**src/shared/serial_port_pkg.sv**
```systemverilog
// serial_port_pkg: register map, field positions, dividers, modes.
// assumes: one 125 MHz clock, registers reached over AXI4-Lite.
// Operation
// - set framing error flag when a received frame ends with bad stop bit
// - valid stop bit never clears framing error; only software clears it
// - control bit 7 is framing error if select set, else mode bit 0
// - mode 00: shift register at clock/12, or /6 in double speed
// - mode 01: 8-bit UART, variable rate
// - mode 10: 9-bit UART at /64 or /32, halved in double speed
// - mode 11: 9-bit UART, variable rate
// - multiprocessor filter in modes 2, 3 and optionally 1; off in mode 0
// - receive only while receive enable is set
// - modes 2 and 3 send the tx ninth bit as ninth data bit
// - modes 2 and 3 load the received ninth bit into rx ninth bit
// - mode 1 without filter: rx ninth bit takes the stop bit
// - tx done set after 8th bit in mode 0, at stop start otherwise
// - mode 0: rx done set at end of eighth received bit
// - control register resets to zero and allows single-bit writes
// - power control: double rate bit 7, error select bit 6, bit 5 unused
`default_nettype none

package serial_port_pkg;
	typedef enum logic [1:0] {
		MODE_SHIFT  = 2'b00,
		MODE_UART8  = 2'b01,
		MODE_UART9  = 2'b10,
		MODE_UART9V = 2'b11
	} mode_t;

	localparam int         ADDR_W             = 10;
	localparam logic [7:0] POWER_CONTROL_IDX  = 8'h87;
	localparam logic [7:0] SERIAL_CONTROL_IDX = 8'h98;
	localparam logic [7:0] DATA_BUFFER_IDX    = 8'h99;
	localparam logic [7:0] BIT_ACCESS_IDX     = 8'h9a;

	localparam int SC_FE_SM0 = 7;
	localparam int SC_SM1    = 6;
	localparam int SC_SM2    = 5;
	localparam int SC_REN    = 4;
	localparam int SC_TB8    = 3;
	localparam int SC_RB8    = 2;
	localparam int SC_TI     = 1;
	localparam int SC_RI     = 0;
	localparam int PC_BAUD_DOUBLE_SELECT  = 7;
	localparam int PC_FRAME_ERROR_SELECT  = 6;
	localparam int BA_VALUE  = 3;

	localparam logic [7:0] SERIAL_CONTROL_RST = 8'h00;
	localparam logic [4:0] POWER_FLAGS_RST    = 5'h10;

	localparam int         DIV_MIN_W      = 3;
	localparam logic [2:0] DIV_M0         = 3'h6;
	localparam logic [2:0] DIV_M0_X2      = 3'h3;
	localparam logic [2:0] DIV_M2         = 3'h4;
	localparam logic [2:0] DIV_M2_SMOD    = 3'h2;
	localparam logic [2:0] DIV_M2_X2      = 3'h2;
	localparam logic [2:0] DIV_M2_SMOD_X2 = 3'h1;
	localparam logic [2:0] DIV_TIMER      = 3'h2;
	localparam logic [2:0] DIV_TIMER_SMOD = 3'h1;

	localparam logic [3:0] SAMPLE_POINT  = 4'h8;
	localparam logic [3:0] LAST_PHASE    = 4'hf;
	localparam logic [3:0] M0_LAST_BIT   = 4'h7;
	localparam logic [3:0] STOP_IDX_8    = 4'h9;
	localparam logic [3:0] STOP_IDX_9    = 4'ha;

	localparam logic [1:0] RESP_OKAY   = 2'h0;
	localparam logic [1:0] RESP_SLVERR = 2'h2;
endpackage : serial_port_pkg

`default_nettype wire

```
**src/rtl/baud_tick_gen.sv**
```systemverilog
// baud_tick_gen: sample tick (async) or half-bit tick (mode 0).
// assumes: timer_tick is a one-cycle pulse synchronous to clk.
`default_nettype none

module baud_tick_gen
	import serial_port_pkg::*;
#(
	parameter int DIV_W = 3
) (
	input  wire logic  clk,
	input  wire logic  rst_n,
	input  wire mode_t mode,
	input  wire logic  baud_double,
	input  wire logic  double_speed,
	input  wire logic  timer_tick,
	input  wire logic  restart,
	output logic       tick
);
	logic [DIV_W-1:0] cnt_reg;
	logic [DIV_W-1:0] cnt_next;
	logic [DIV_W-1:0] div;
	logic             tick_reg;
	logic             tick_next;
	logic             step;

	if (DIV_W < DIV_MIN_W) begin : g_bad_width
		$error("baud_tick_gen: DIV_W too small");
	end

	always_comb begin
		case (mode)
		MODE_SHIFT: div = DIV_W'(double_speed ? DIV_M0_X2 : DIV_M0);
		MODE_UART9: begin
			if (double_speed)
				div = DIV_W'(baud_double ? DIV_M2_SMOD_X2 : DIV_M2_X2);
			else
				div = DIV_W'(baud_double ? DIV_M2_SMOD : DIV_M2);
		end
		default: div = DIV_W'(baud_double ? DIV_TIMER_SMOD : DIV_TIMER);
		endcase
		// timer-driven rate in modes 1 and 3
		step = (mode == MODE_UART8 || mode == MODE_UART9V) ?
			timer_tick : 1'b1;
		cnt_next  = cnt_reg;
		tick_next = 1'b0;
		if (restart) begin
			cnt_next = '0;
		end else if (step) begin
			if (cnt_reg >= div - DIV_W'(1)) begin
				cnt_next  = '0;
				tick_next = 1'b1;
			end else begin
				cnt_next = cnt_reg + DIV_W'(1);
			end
		end
	end

	always_ff @(posedge clk) begin
		if (!rst_n) begin
			cnt_reg  <= '0;
			tick_reg <= 1'b0;
		end else begin
			cnt_reg  <= cnt_next;
			tick_reg <= tick_next;
		end
	end

	assign tick = tick_reg;
endmodule : baud_tick_gen

`default_nettype wire

```
**src/rtl/rx_frame.sv**
```systemverilog
// rx_frame: 16x oversampled asynchronous frame receiver.
// assumes: tick is the sample tick, rxd synchronous to clk.
`default_nettype none

module rx_frame
	import serial_port_pkg::*;
#(
	parameter int DATA_BITS = 8
) (
	input  wire logic                 clk,
	input  wire logic                 rst_n,
	input  wire logic                 enable,
	input  wire logic                 tick,
	input  wire logic                 rxd,
	input  wire logic                 nine_bit,
	output logic                      done,
	output logic [DATA_BITS-1:0]      data_out,
	output logic                      ninth_out,
	output logic                      stop_out
);
	typedef enum logic [3:0] {
		RX_IDLE  = 4'b0001,
		RX_START = 4'b0010,
		RX_DATA  = 4'b0100,
		RX_STOP  = 4'b1000
	} rx_state_t;

	rx_state_t            state_reg, state_next;
	logic [3:0]           phase_reg, phase_next;
	logic [3:0]           cnt_reg, cnt_next;
	logic [DATA_BITS:0]   shift_reg, shift_next;
	logic [DATA_BITS-1:0] data_reg, data_next;
	logic                 done_reg, done_next;
	logic                 ninth_reg, ninth_next;
	logic                 stop_reg, stop_next;
	logic [3:0]           last_bit;

	if (DATA_BITS < 1 || DATA_BITS > 14) begin : g_bad_bits
		$error("rx_frame: DATA_BITS out of range");
	end

	always_comb begin
		state_next = state_reg;
		phase_next = phase_reg;
		cnt_next   = cnt_reg;
		shift_next = shift_reg;
		data_next  = data_reg;
		ninth_next = ninth_reg;
		stop_next  = stop_reg;
		done_next  = 1'b0;
		last_bit   = nine_bit ? 4'(DATA_BITS) : 4'(DATA_BITS - 1);
		if (!enable) begin
			state_next = RX_IDLE;
		end else if (tick) begin
			case (state_reg)
			RX_IDLE: begin
				if (!rxd) begin
					state_next = RX_START;
					phase_next = '0;
				end
			end
			RX_START: begin
				phase_next = phase_reg + 4'h1;
				// false start: line back high at mid bit
				if (phase_reg == SAMPLE_POINT && rxd) begin
					state_next = RX_IDLE;
				end else if (phase_reg == LAST_PHASE) begin
					state_next = RX_DATA;
					cnt_next   = '0;
				end
			end
			RX_DATA: begin
				phase_next = phase_reg + 4'h1;
				if (phase_reg == SAMPLE_POINT)
					shift_next = {rxd, shift_reg[DATA_BITS:1]};
				if (phase_reg == LAST_PHASE) begin
					cnt_next = cnt_reg + 4'h1;
					if (cnt_reg == last_bit)
						state_next = RX_STOP;
				end
			end
			RX_STOP: begin
				phase_next = phase_reg + 4'h1;
				if (phase_reg == SAMPLE_POINT) begin
					done_next  = 1'b1;
					stop_next  = rxd;
					state_next = RX_IDLE;
					if (nine_bit) begin
						data_next  = shift_reg[DATA_BITS-1:0];
						ninth_next = shift_reg[DATA_BITS];
					end else begin
						data_next  = shift_reg[DATA_BITS:1];
						ninth_next = rxd;
					end
				end
			end
			default: state_next = RX_IDLE;
			endcase
		end
	end

	always_ff @(posedge clk) begin
		if (!rst_n) begin
			state_reg <= RX_IDLE;
			phase_reg <= '0;
			cnt_reg   <= '0;
			shift_reg <= '0;
			data_reg  <= '0;
			done_reg  <= 1'b0;
			ninth_reg <= 1'b0;
			stop_reg  <= 1'b0;
		end else begin
			state_reg <= state_next;
			phase_reg <= phase_next;
			cnt_reg   <= cnt_next;
			shift_reg <= shift_next;
			data_reg  <= data_next;
			done_reg  <= done_next;
			ninth_reg <= ninth_next;
			stop_reg  <= stop_next;
		end
	end

	assign done      = done_reg;
	assign data_out  = data_reg;
	assign ninth_out = ninth_reg;
	assign stop_out  = stop_reg;
endmodule : rx_frame

`default_nettype wire

```
**src/rtl/serial_port_control.sv**
```systemverilog
// serial_port_control: serial port with control/status registers.
// assumes: AXI4-Lite master, timer tick pulse and pins synchronous to CLK.
`default_nettype none

module serial_port_control
	import serial_port_pkg::*;
(
	input  wire logic              CLK,
	input  wire logic              RST_N,
	input  wire logic [ADDR_W-1:0] AWADDR,
	input  wire logic              AWVALID,
	output logic                   AWREADY,
	input  wire logic [31:0]       WDATA,
	input  wire logic [3:0]        WSTRB,
	input  wire logic              WVALID,
	output logic                   WREADY,
	output logic [1:0]             BRESP,
	output logic                   BVALID,
	input  wire logic              BREADY,
	input  wire logic [ADDR_W-1:0] ARADDR,
	input  wire logic              ARVALID,
	output logic                   ARREADY,
	output logic [31:0]            RDATA,
	output logic [1:0]             RRESP,
	output logic                   RVALID,
	input  wire logic              RREADY,
	input  wire logic              TIMER_TICK,
	input  wire logic              DOUBLE_SPEED,
	output logic                   TXD,
	input  wire logic              RXD_IN,
	output logic                   RXD_OUT,
	output logic                   RXD_OE
);
	typedef enum logic [3:0] {
		ENG_IDLE  = 4'b0001,
		ENG_TX0   = 4'b0010,
		ENG_RX0   = 4'b0100,
		ENG_ASYNC = 4'b1000
	} eng_state_t;

	// ==========================================================
	// state
	logic              sm0_reg, sm0_next, sm1_reg, sm1_next;
	logic              sm2_reg, sm2_next, ren_reg, ren_next;
	logic              tb8_reg, tb8_next, rb8_reg, rb8_next;
	logic              ti_reg, ti_next, ri_reg, ri_next;
	logic              fe_reg, fe_next;
	logic              baud_double_select_reg, baud_double_select_next, frame_error_select_reg, frame_error_select_next;
	logic [4:0]        pflags_reg, pflags_next;
	logic [7:0]        rx_buf_reg, rx_buf_next;
	eng_state_t        eng_reg, eng_next;
	logic [9:0]        shift_reg, shift_next;
	logic [3:0]        bit_reg, bit_next, phase_reg, phase_next;
	logic              txd_reg, txd_next;
	logic              rxo_reg, rxo_next, oe_reg, oe_next;
	logic              awh_reg, awh_next, wh_reg, wh_next;
	logic [ADDR_W-1:0] awa_reg, awa_next;
	logic [7:0]        wd_reg, wd_next;
	logic              ws_reg, ws_next;
	logic              bv_reg, bv_next, rv_reg, rv_next;
	logic [1:0]        br_reg, br_next, rr_reg, rr_next;
	logic [7:0]        rd_reg, rd_next;

	// ==========================================================
	// decode and helpers
	mode_t      mode;
	logic       tick, rx_done, rx_ninth, rx_stop;
	logic [7:0] rx_data, sc_read, pc_read, sc_val, bit_mask;
	logic [7:0] wr_idx, rd_idx;
	logic       do_write, wr_sc, wr_bit, wr_pc, wr_data, wr_hit;
	logic       start_tx, start_rx0, restart, ti_set, ri_set;
	logic       rx_accept;
	logic [3:0] stop_idx;

	assign mode = mode_t'({sm0_reg, sm1_reg});
	assign sc_read = {frame_error_select_reg ? fe_reg : sm0_reg, sm1_reg, sm2_reg,
		ren_reg, tb8_reg, rb8_reg, ti_reg, ri_reg};
	assign pc_read = {baud_double_select_reg, frame_error_select_reg, 1'b0, pflags_reg};
	assign wr_idx   = awa_reg[ADDR_W-1:2];
	assign rd_idx   = ARADDR[ADDR_W-1:2];
	assign do_write = awh_reg & wh_reg & ~bv_reg;
	assign wr_sc    = do_write & ws_reg & (wr_idx == SERIAL_CONTROL_IDX);
	assign wr_bit   = do_write & ws_reg & (wr_idx == BIT_ACCESS_IDX);
	assign wr_pc    = do_write & ws_reg & (wr_idx == POWER_CONTROL_IDX);
	assign wr_data  = do_write & ws_reg & (wr_idx == DATA_BUFFER_IDX);
	assign wr_hit   = (wr_idx == SERIAL_CONTROL_IDX) |
		(wr_idx == BIT_ACCESS_IDX) | (wr_idx == POWER_CONTROL_IDX) |
		(wr_idx == DATA_BUFFER_IDX);
	// single-bit write: replace one bit of the current image
	assign bit_mask = 8'h01 << wd_reg[2:0];
	assign sc_val   = wr_bit ? ((sc_read & ~bit_mask) |
		(wd_reg[BA_VALUE] ? bit_mask : 8'h00)) : wd_reg;
	assign start_tx  = wr_data & (eng_reg == ENG_IDLE);
	assign start_rx0 = (eng_reg == ENG_IDLE) & ~start_tx &
		(mode == MODE_SHIFT) & ren_reg & ~ri_reg;
	assign restart  = (start_tx | start_rx0) & (mode == MODE_SHIFT);
	assign stop_idx = sm0_reg ? STOP_IDX_9 : STOP_IDX_8;
	// filter: mode 1 needs a good stop, modes 2/3 need ninth bit set
	assign rx_accept = rx_done & ~ri_reg & (~sm2_reg |
		(mode == MODE_UART8 ? rx_stop : rx_ninth));

	baud_tick_gen #(
		.DIV_W(DIV_MIN_W)
	) u_tick (
		.clk         (CLK),
		.rst_n       (RST_N),
		.mode        (mode),
		.baud_double (baud_double_select_reg),
		.double_speed(DOUBLE_SPEED),
		.timer_tick  (TIMER_TICK),
		.restart     (restart),
		.tick        (tick)
	);

	rx_frame #(
		.DATA_BITS(8)
	) u_rx (
		.clk      (CLK),
		.rst_n    (RST_N),
		.enable   (ren_reg & (mode != MODE_SHIFT)),
		.tick     (tick),
		.rxd      (RXD_IN),
		.nine_bit (sm0_reg),
		.done     (rx_done),
		.data_out (rx_data),
		.ninth_out(rx_ninth),
		.stop_out (rx_stop)
	);

	// ==========================================================
	// shift engine: mode 0 in both directions, async transmit
	always_comb begin
		eng_next   = eng_reg;
		shift_next = shift_reg;
		bit_next   = bit_reg;
		phase_next = phase_reg;
		txd_next   = txd_reg;
		rxo_next   = rxo_reg;
		oe_next    = oe_reg;
		ti_set     = 1'b0;
		ri_set     = 1'b0;
		rx_buf_next = rx_buf_reg;
		case (eng_reg)
		ENG_IDLE: begin
			txd_next = 1'b1;
			oe_next  = 1'b0;
			bit_next   = '0;
			phase_next = '0;
			if (start_tx && mode == MODE_SHIFT) begin
				eng_next   = ENG_TX0;
				shift_next = {2'b11, wd_reg};
				rxo_next   = wd_reg[0];
				oe_next    = 1'b1;
			end else if (start_tx) begin
				eng_next   = ENG_ASYNC;
				txd_next   = 1'b0;
				shift_next = {1'b1, sm0_reg ? tb8_reg : 1'b1,
					wd_reg};
			end else if (start_rx0) begin
				eng_next   = ENG_RX0;
				shift_next = '0;
			end
		end
		ENG_TX0, ENG_RX0: begin
			if (tick && !phase_reg[0]) begin
				txd_next   = 1'b0;
				phase_next = 4'h1;
			end else if (tick) begin
				txd_next   = 1'b1;
				phase_next = 4'h0;
				bit_next   = bit_reg + 4'h1;
				if (eng_reg == ENG_RX0) begin
					shift_next = {2'b00, RXD_IN, shift_reg[7:1]};
				end else begin
					shift_next = {1'b1, shift_reg[9:1]};
					rxo_next   = shift_reg[1];
				end
				if (bit_reg == M0_LAST_BIT) begin
					eng_next = ENG_IDLE;
					oe_next  = 1'b0;
					if (eng_reg == ENG_RX0) begin
						ri_set      = 1'b1;
						rx_buf_next = {RXD_IN, shift_reg[7:1]};
					end else begin
						ti_set = 1'b1;
					end
				end
			end
		end
		ENG_ASYNC: begin
			if (tick) begin
				phase_next = phase_reg + 4'h1;
				if (phase_reg == LAST_PHASE) begin
					if (bit_reg == stop_idx) begin
						eng_next = ENG_IDLE;
						txd_next = 1'b1;
					end else begin
						bit_next   = bit_reg + 4'h1;
						txd_next   = shift_reg[0];
						shift_next = {1'b1, shift_reg[9:1]};
						// stop bit begins now
						ti_set = (bit_reg + 4'h1) == stop_idx;
					end
				end
			end
		end
		default: eng_next = ENG_IDLE;
		endcase
		if (rx_accept)
			rx_buf_next = rx_data;
	end

	always_ff @(posedge CLK) begin
		if (!RST_N) begin
			eng_reg    <= ENG_IDLE;
			shift_reg  <= '0;
			bit_reg    <= '0;
			phase_reg  <= '0;
			txd_reg    <= 1'b1;
			rxo_reg    <= 1'b1;
			oe_reg     <= 1'b0;
			rx_buf_reg <= '0;
		end else begin
			eng_reg    <= eng_next;
			shift_reg  <= shift_next;
			bit_reg    <= bit_next;
			phase_reg  <= phase_next;
			txd_reg    <= txd_next;
			rxo_reg    <= rxo_next;
			oe_reg     <= oe_next;
			rx_buf_reg <= rx_buf_next;
		end
	end

	// ==========================================================
	// control and power registers; hardware set beats software clear
	always_comb begin
		{sm0_next, sm1_next, sm2_next, ren_next} =
			{sm0_reg, sm1_reg, sm2_reg, ren_reg};
		{tb8_next, rb8_next, ti_next, ri_next, fe_next} =
			{tb8_reg, rb8_reg, ti_reg, ri_reg, fe_reg};
		{baud_double_select_next, frame_error_select_next} = {baud_double_select_reg, frame_error_select_reg};
		pflags_next = pflags_reg;
		if (wr_sc || wr_bit) begin
			if (frame_error_select_reg)
				fe_next = sc_val[SC_FE_SM0];
			else
				sm0_next = sc_val[SC_FE_SM0];
			sm1_next = sc_val[SC_SM1];
			sm2_next = sc_val[SC_SM2];
			ren_next = sc_val[SC_REN];
			tb8_next = sc_val[SC_TB8];
			rb8_next = sc_val[SC_RB8];
			ti_next  = sc_val[SC_TI];
			ri_next  = sc_val[SC_RI];
		end
		if (wr_pc) begin
			baud_double_select_next  = wd_reg[PC_BAUD_DOUBLE_SELECT];
			frame_error_select_next  = wd_reg[PC_FRAME_ERROR_SELECT];
			pflags_next = wd_reg[4:0];
		end
		if (ti_set)
			ti_next = 1'b1;
		if (ri_set || rx_accept)
			ri_next = 1'b1;
		if (rx_accept)
			rb8_next = sm0_reg ? rx_ninth : rx_stop;
		if (rx_done && !rx_stop)
			fe_next = 1'b1;
	end

	always_ff @(posedge CLK) begin
		if (!RST_N) begin
			{sm0_reg, sm1_reg, sm2_reg, ren_reg,
				tb8_reg, rb8_reg, ti_reg, ri_reg} <= SERIAL_CONTROL_RST;
			fe_reg     <= 1'b0;
			baud_double_select_reg  <= 1'b0;
			frame_error_select_reg  <= 1'b0;
			pflags_reg <= POWER_FLAGS_RST;
		end else begin
			sm0_reg    <= sm0_next;
			sm1_reg    <= sm1_next;
			sm2_reg    <= sm2_next;
			ren_reg    <= ren_next;
			tb8_reg    <= tb8_next;
			rb8_reg    <= rb8_next;
			ti_reg     <= ti_next;
			ri_reg     <= ri_next;
			fe_reg     <= fe_next;
			baud_double_select_reg  <= baud_double_select_next;
			frame_error_select_reg  <= frame_error_select_next;
			pflags_reg <= pflags_next;
		end
	end

	// ==========================================================
	// AXI4-Lite slave
	always_comb begin
		awh_next = awh_reg;
		awa_next = awa_reg;
		wh_next  = wh_reg;
		wd_next  = wd_reg;
		ws_next  = ws_reg;
		bv_next  = bv_reg;
		br_next  = br_reg;
		rv_next  = rv_reg;
		rr_next  = rr_reg;
		rd_next  = rd_reg;
		if (AWVALID && !awh_reg) begin
			awh_next = 1'b1;
			awa_next = AWADDR;
		end
		if (WVALID && !wh_reg) begin
			wh_next = 1'b1;
			wd_next = WDATA[7:0];
			ws_next = WSTRB[0];
		end
		if (do_write) begin
			awh_next = 1'b0;
			wh_next  = 1'b0;
			bv_next  = 1'b1;
			br_next  = wr_hit ? RESP_OKAY : RESP_SLVERR;
		end else if (bv_reg && BREADY) begin
			bv_next = 1'b0;
		end
		if (ARVALID && !rv_reg) begin
			rv_next = 1'b1;
			rr_next = RESP_OKAY;
			case (rd_idx)
			SERIAL_CONTROL_IDX, BIT_ACCESS_IDX: rd_next = sc_read;
			POWER_CONTROL_IDX: rd_next = pc_read;
			DATA_BUFFER_IDX:   rd_next = rx_buf_reg;
			default: begin
				rd_next = 8'h00;
				rr_next = RESP_SLVERR;
			end
			endcase
		end else if (rv_reg && RREADY) begin
			rv_next = 1'b0;
		end
	end

	always_ff @(posedge CLK) begin
		if (!RST_N) begin
			awh_reg <= 1'b0;
			awa_reg <= '0;
			wh_reg  <= 1'b0;
			wd_reg  <= '0;
			ws_reg  <= 1'b0;
			bv_reg  <= 1'b0;
			br_reg  <= RESP_OKAY;
			rv_reg  <= 1'b0;
			rr_reg  <= RESP_OKAY;
			rd_reg  <= '0;
		end else begin
			awh_reg <= awh_next;
			awa_reg <= awa_next;
			wh_reg  <= wh_next;
			wd_reg  <= wd_next;
			ws_reg  <= ws_next;
			bv_reg  <= bv_next;
			br_reg  <= br_next;
			rv_reg  <= rv_next;
			rr_reg  <= rr_next;
			rd_reg  <= rd_next;
		end
	end

	assign AWREADY = ~awh_reg;
	assign WREADY  = ~wh_reg;
	assign BVALID  = bv_reg;
	assign BRESP   = br_reg;
	assign ARREADY = ~rv_reg;
	assign RVALID  = rv_reg;
	assign RRESP   = rr_reg;
	assign RDATA   = {24'h000000, rd_reg};
	assign TXD     = txd_reg;
	assign RXD_OUT = rxo_reg;
	assign RXD_OE  = oe_reg;
endmodule : serial_port_control

`default_nettype wire

```
**config.mk**
```make
export PLATFORM = sky130hd
export DESIGN_NAME = serial_port_control
export DESIGN_NICKNAME = d
export VERILOG_FILES = /design/src/shared/serial_port_pkg.sv /design/src/rtl/baud_tick_gen.sv /design/src/rtl/rx_frame.sv /design/src/rtl/serial_port_control.sv
export SDC_FILE = /design/constraint.sdc
export NUM_CORES = 1
export LEC_CHECK = 0
export BUFFER_PORTS_ARGS = -buffer_cell sky130_fd_sc_hd__buf_2
export CORE_UTILIZATION = 57
export DETAILED_ROUTE_END_ITERATION = 8
export MAX_ROUTING_LAYER = met4
export PLACE_DENSITY = 0.81
export SLEW_MARGIN = 20
export SYNTH_ARGS = -nofsm -noshare
export SYNTH_HDL_FRONTEND = slang
export SYNTH_HIERARCHICAL = 1
export SYNTH_SLANG_ARGS = --single-unit
```
**constraint.sdc**
```tcl
create_clock -name CLK -period 3.6 [get_ports CLK]
set_clock_uncertainty 0.15 [all_clocks]
set_input_delay 1.08 -clock CLK [delete_from_list [all_inputs] [get_ports CLK]]
set_output_delay 1.08 -clock CLK [all_outputs]
set_load 0.1 [all_outputs]
```
==> flow_summary_export.csv <==
group,metric,value,unit
cells_and_area,num-nets-final,860,
route,detail_route.drc_violations,0,
cells_and_area,n_fill_cell,844,
clocking,deepest_level_of_the_cts_h_tree,4,
place,placement.cell_area,0.006565,sq mm
cells_and_area,diodes,0,
floorplanning,floorplan.die.width,107.9,microns
power_and_ir_drop,power.static_leakage,2.677,nW
route,wl,14980,microns
yosys,synth_seq_area_share,36.31,%
timing,report.final.slew_viol_count,0,
place,dp_hpwl,10220,microns
clocking,post-cts-setup-buffer-count,0,
worst_setup_path,worstSetupStartpoint,"eng_reg[2]$_SDFFE_PN0P_",
timing,timing.final.setup_violations,0,
min_path,worstHoldEndpoint,"rd_reg[1]$_SDFFE_PN0P_",
outcome,run_status,"completed",
floorplanning,num_io_pins,110,
clocking,cts_root_buffer,"clkbuf_8",
worst_setup_path,timing.critical_path.to_type,"register",
worst_setup_path,start_kind,"register",
route,via_count,5583,
yosys,synth-seq-cells,116,
cells_and_area,largest_register_ff_count,10,
yosys,top_cell_type_s_share_of_synthesized_area,36.31,%
yosys,synth_edf_count,0,
route,initialDrtViolationCount,445,
yosys,synth_most_common_cell,"dfxtp_1",
worst_setup_path,critical_path_depth,6,
yosys,syn_inst,747,
cells_and_area,finalInstanceArea,0.007167,sq mm
timing,hold_viol_final,0,
global_route,grt_first_pass_wirelength,24540,microns
place,portBuffers,52,
timing,unrepaired_setup_endpoints_after_global_routing,"false",
timing,max_clock_freq,360.8,MHz
route,drt.antenna.violating_nets,0,
worst_setup_path,rrSetupSlack,0.83,ns
job,max-cap-violations,0,
yosys,synthFlopType,"dfxtp_1",
floorplanning,fp-row-count,38,
route,dr.pass1.iters,5,
worst_setup_path,terminus_of_the_critical_flop_to_flop_path,"shift_reg[0]$_SDFFE_PN0P_",
floorplanning,coreArea,0.01089,sq mm
worst_setup_path,worst_path_dominant_cell_family,"compound AO/OA/AOI/OAI gates",
power_and_ir_drop,ir_worst_vdd,0.0003398,V
global_route,first_global_vias,5212,
floorplanning,dieArea,0.01165,sq mm
yosys,yosys-top-cells-count,"dfxtp_1, nor2_1, nand2_1, a21oi_1, mux2i_1",
worst_setup_path,cp_cell_sequence,"nand3b_1 -> a2111oi_1 -> a2bb2oi_2 -> buf_4 -> and2_1 -> a311oi_2",
yosys,synth_unique_cells,82,
yosys,post_synthesis_cell_type_with_the_largest_combined_area,"dfxtp_1",
worst_setup_path,critPathArrivalTime,3.00,ns
min_path,min-delay-start,"rd_reg[1]$_SDFFE_PN0P_",
worst_setup_path,cpMaxStageDelayCell,"a2111oi_1",
yosys,post_synth.cell_area_avg,8.562,sq um
yosys,syn-cell-area,0.006396,sq mm
clocking,post_cts_hold_buffer_count,0,
yosys,ys_async_sr_fraction,0,%
global_route,grt-ovfl-total,0,
yosys,synth_top_cells_by_area,"dfxtp_1, mux2i_1, a21oi_1",
clocking,cts_num_sinks,116,
place,finalWeightedCongestion,0.9347,
clocking,cts_tree,"done",
clocking,worst_skew_pair.late_latency,0.54,ns
clocking,clk_pin_slew,0.06,ns
worst_setup_path,critPathRequiredTime,3.83,ns
timing,timing_worst_slew_pin_value,0.8714,ns
power_and_ir_drop,power.density_cell_area,470.1,mW/mm^2
min_path,hp-class,"reg -> reg",
cells_and_area,final_cells,935,
worst_setup_path,rr_startpoint,"eng_reg[2]$_SDFFE_PN0P_",
worst_setup_path,cp_max_fo,13,
floorplanning,dieHeight,107.9,microns
worst_setup_path,slowest_delay,0.69,ns
clocking,cts_resized,0,
min_path,hold-path-cell-count,2,
route,routed_via_density,5.971,
cells_and_area,drive_gt1_share,17.36,%
floorplanning,floorplan.initialDensity,58.75,%
yosys,yosysWarnings,6,
global_route,grt_antenna_before_repair,0,
timing,hold-worst-slack,0.3016,ns
clocking,ctsLongestPathBuffers,2,
worst_setup_path,path_class,"reg -> reg",
timing,maxSlewHeadroom,41.79,%
timing,min_period,2.772,ns
worst_setup_path,worst-r2r-cell-count,6,
place,placed_cells_incl_taps,903,
cells_and_area,area_delta_synth_final,12.05,%
global_route,globalRouteTotalUtil,28.00,%
global_route,grt_start_max_net_pins,32,
worst_setup_path,path_buf_inv,1,
timing,total_negative_slack_for_setup_checks,0,ns
route,routedWlPerCell,16.02,microns
clocking,cts_buf_count,17,
timing,fin_crit_sh,76.99,%
[through the flow]
stage	power [mW]	utilization [%]	worst slack, ns
after floorplan	1.649	-	0.6616
after global placement	1.676	60.30	0.4431
after detailed placement	1.685	60.30	0.2823
after CTS	3.387	65.82	0.8685
after global routing	3.474	65.82	0.6495
final	3.369	65.82	0.8283
[routing by layer]
metal	vias to the layer above	GRT usage [%]	share of wire, %
li1	2680	-	-
met1	2640	33.35	43
met2	224	44.09	48
met3	39	6.088	5.8
met4	0	15.36	2.5
met5	-	-	0
[worst max-delay path by stage]
stage	to	slack, ns
finish	shift_reg[0]$_SDFFE_PN0P_	0.83
CTS	shift_reg[8]$_SDFFE_PN0P_	0.87
global route	shift_reg[8]$_SDFFE_PN0P_	0.65
floorplan	u_tick/cnt_reg[1]$_SDFFE_PP0N_	0.66
detailed placement	u_tick/cnt_reg[2]$_SDFFE_PP0N_	0.28
global placement	u_tick/cnt_reg[1]$_SDFFE_PP0N_	0.44
[kinds of logic after synthesis]
logic type	after synthesis	synth area share [%]
DFF	116	36.31
buffers and inverters	93	8.158
adders and majority gates	12	2.347
xor gates and xnor gates	10	1.369
other	1	0.05863
muxes	59	9.331
AOI/OAI and AO/OA	179	19.44
and+or+nand+nor	277	22.99
[final cells by class]
class	count	area [sq um]	area share [%]
multi-input combinational	563	3646	50.87
sequential	116	2322	32.40
clock buffer	23	476.7	6.652
timing repair buffer	63	342.8	4.784
tap	140	175.2	2.444
clock inverter	9	125.1	1.746
inverter	21	78.83	1.100
[power by group]
group	switching (mW)	internal, mW	leakage, nW	total (mW)
sequential	0.0340	1.31	0.939	1.34
clock	0.587	1.12	0.294	1.71
combinational	0.248	0.0691	1.44	0.317
total	0.869	2.50	2.68	3.37
[cell usage in the layout, fill, tap and decap left out, types with 19 or more instances in the layout]
cell type / n
mux2i_1: 54
nand3_1: 22
inv_1: 20
a211oi_1: 19
dfxtp_1: 116
nor2_1: 71
a21oi_1: 62
buf_2: 52
conb_1: 26
nand2_1: 68
o21ai_0: 31
nand2b_1: 19
nor2b_1: 19
[tightest hold or removal path: stages (launching register included)]
cell,delay [ns]
dfxtp_1,0.32
nand2_1,0.04
o21ai_0,0.05
No activity file was read; power rests on OpenSTA's default activity.
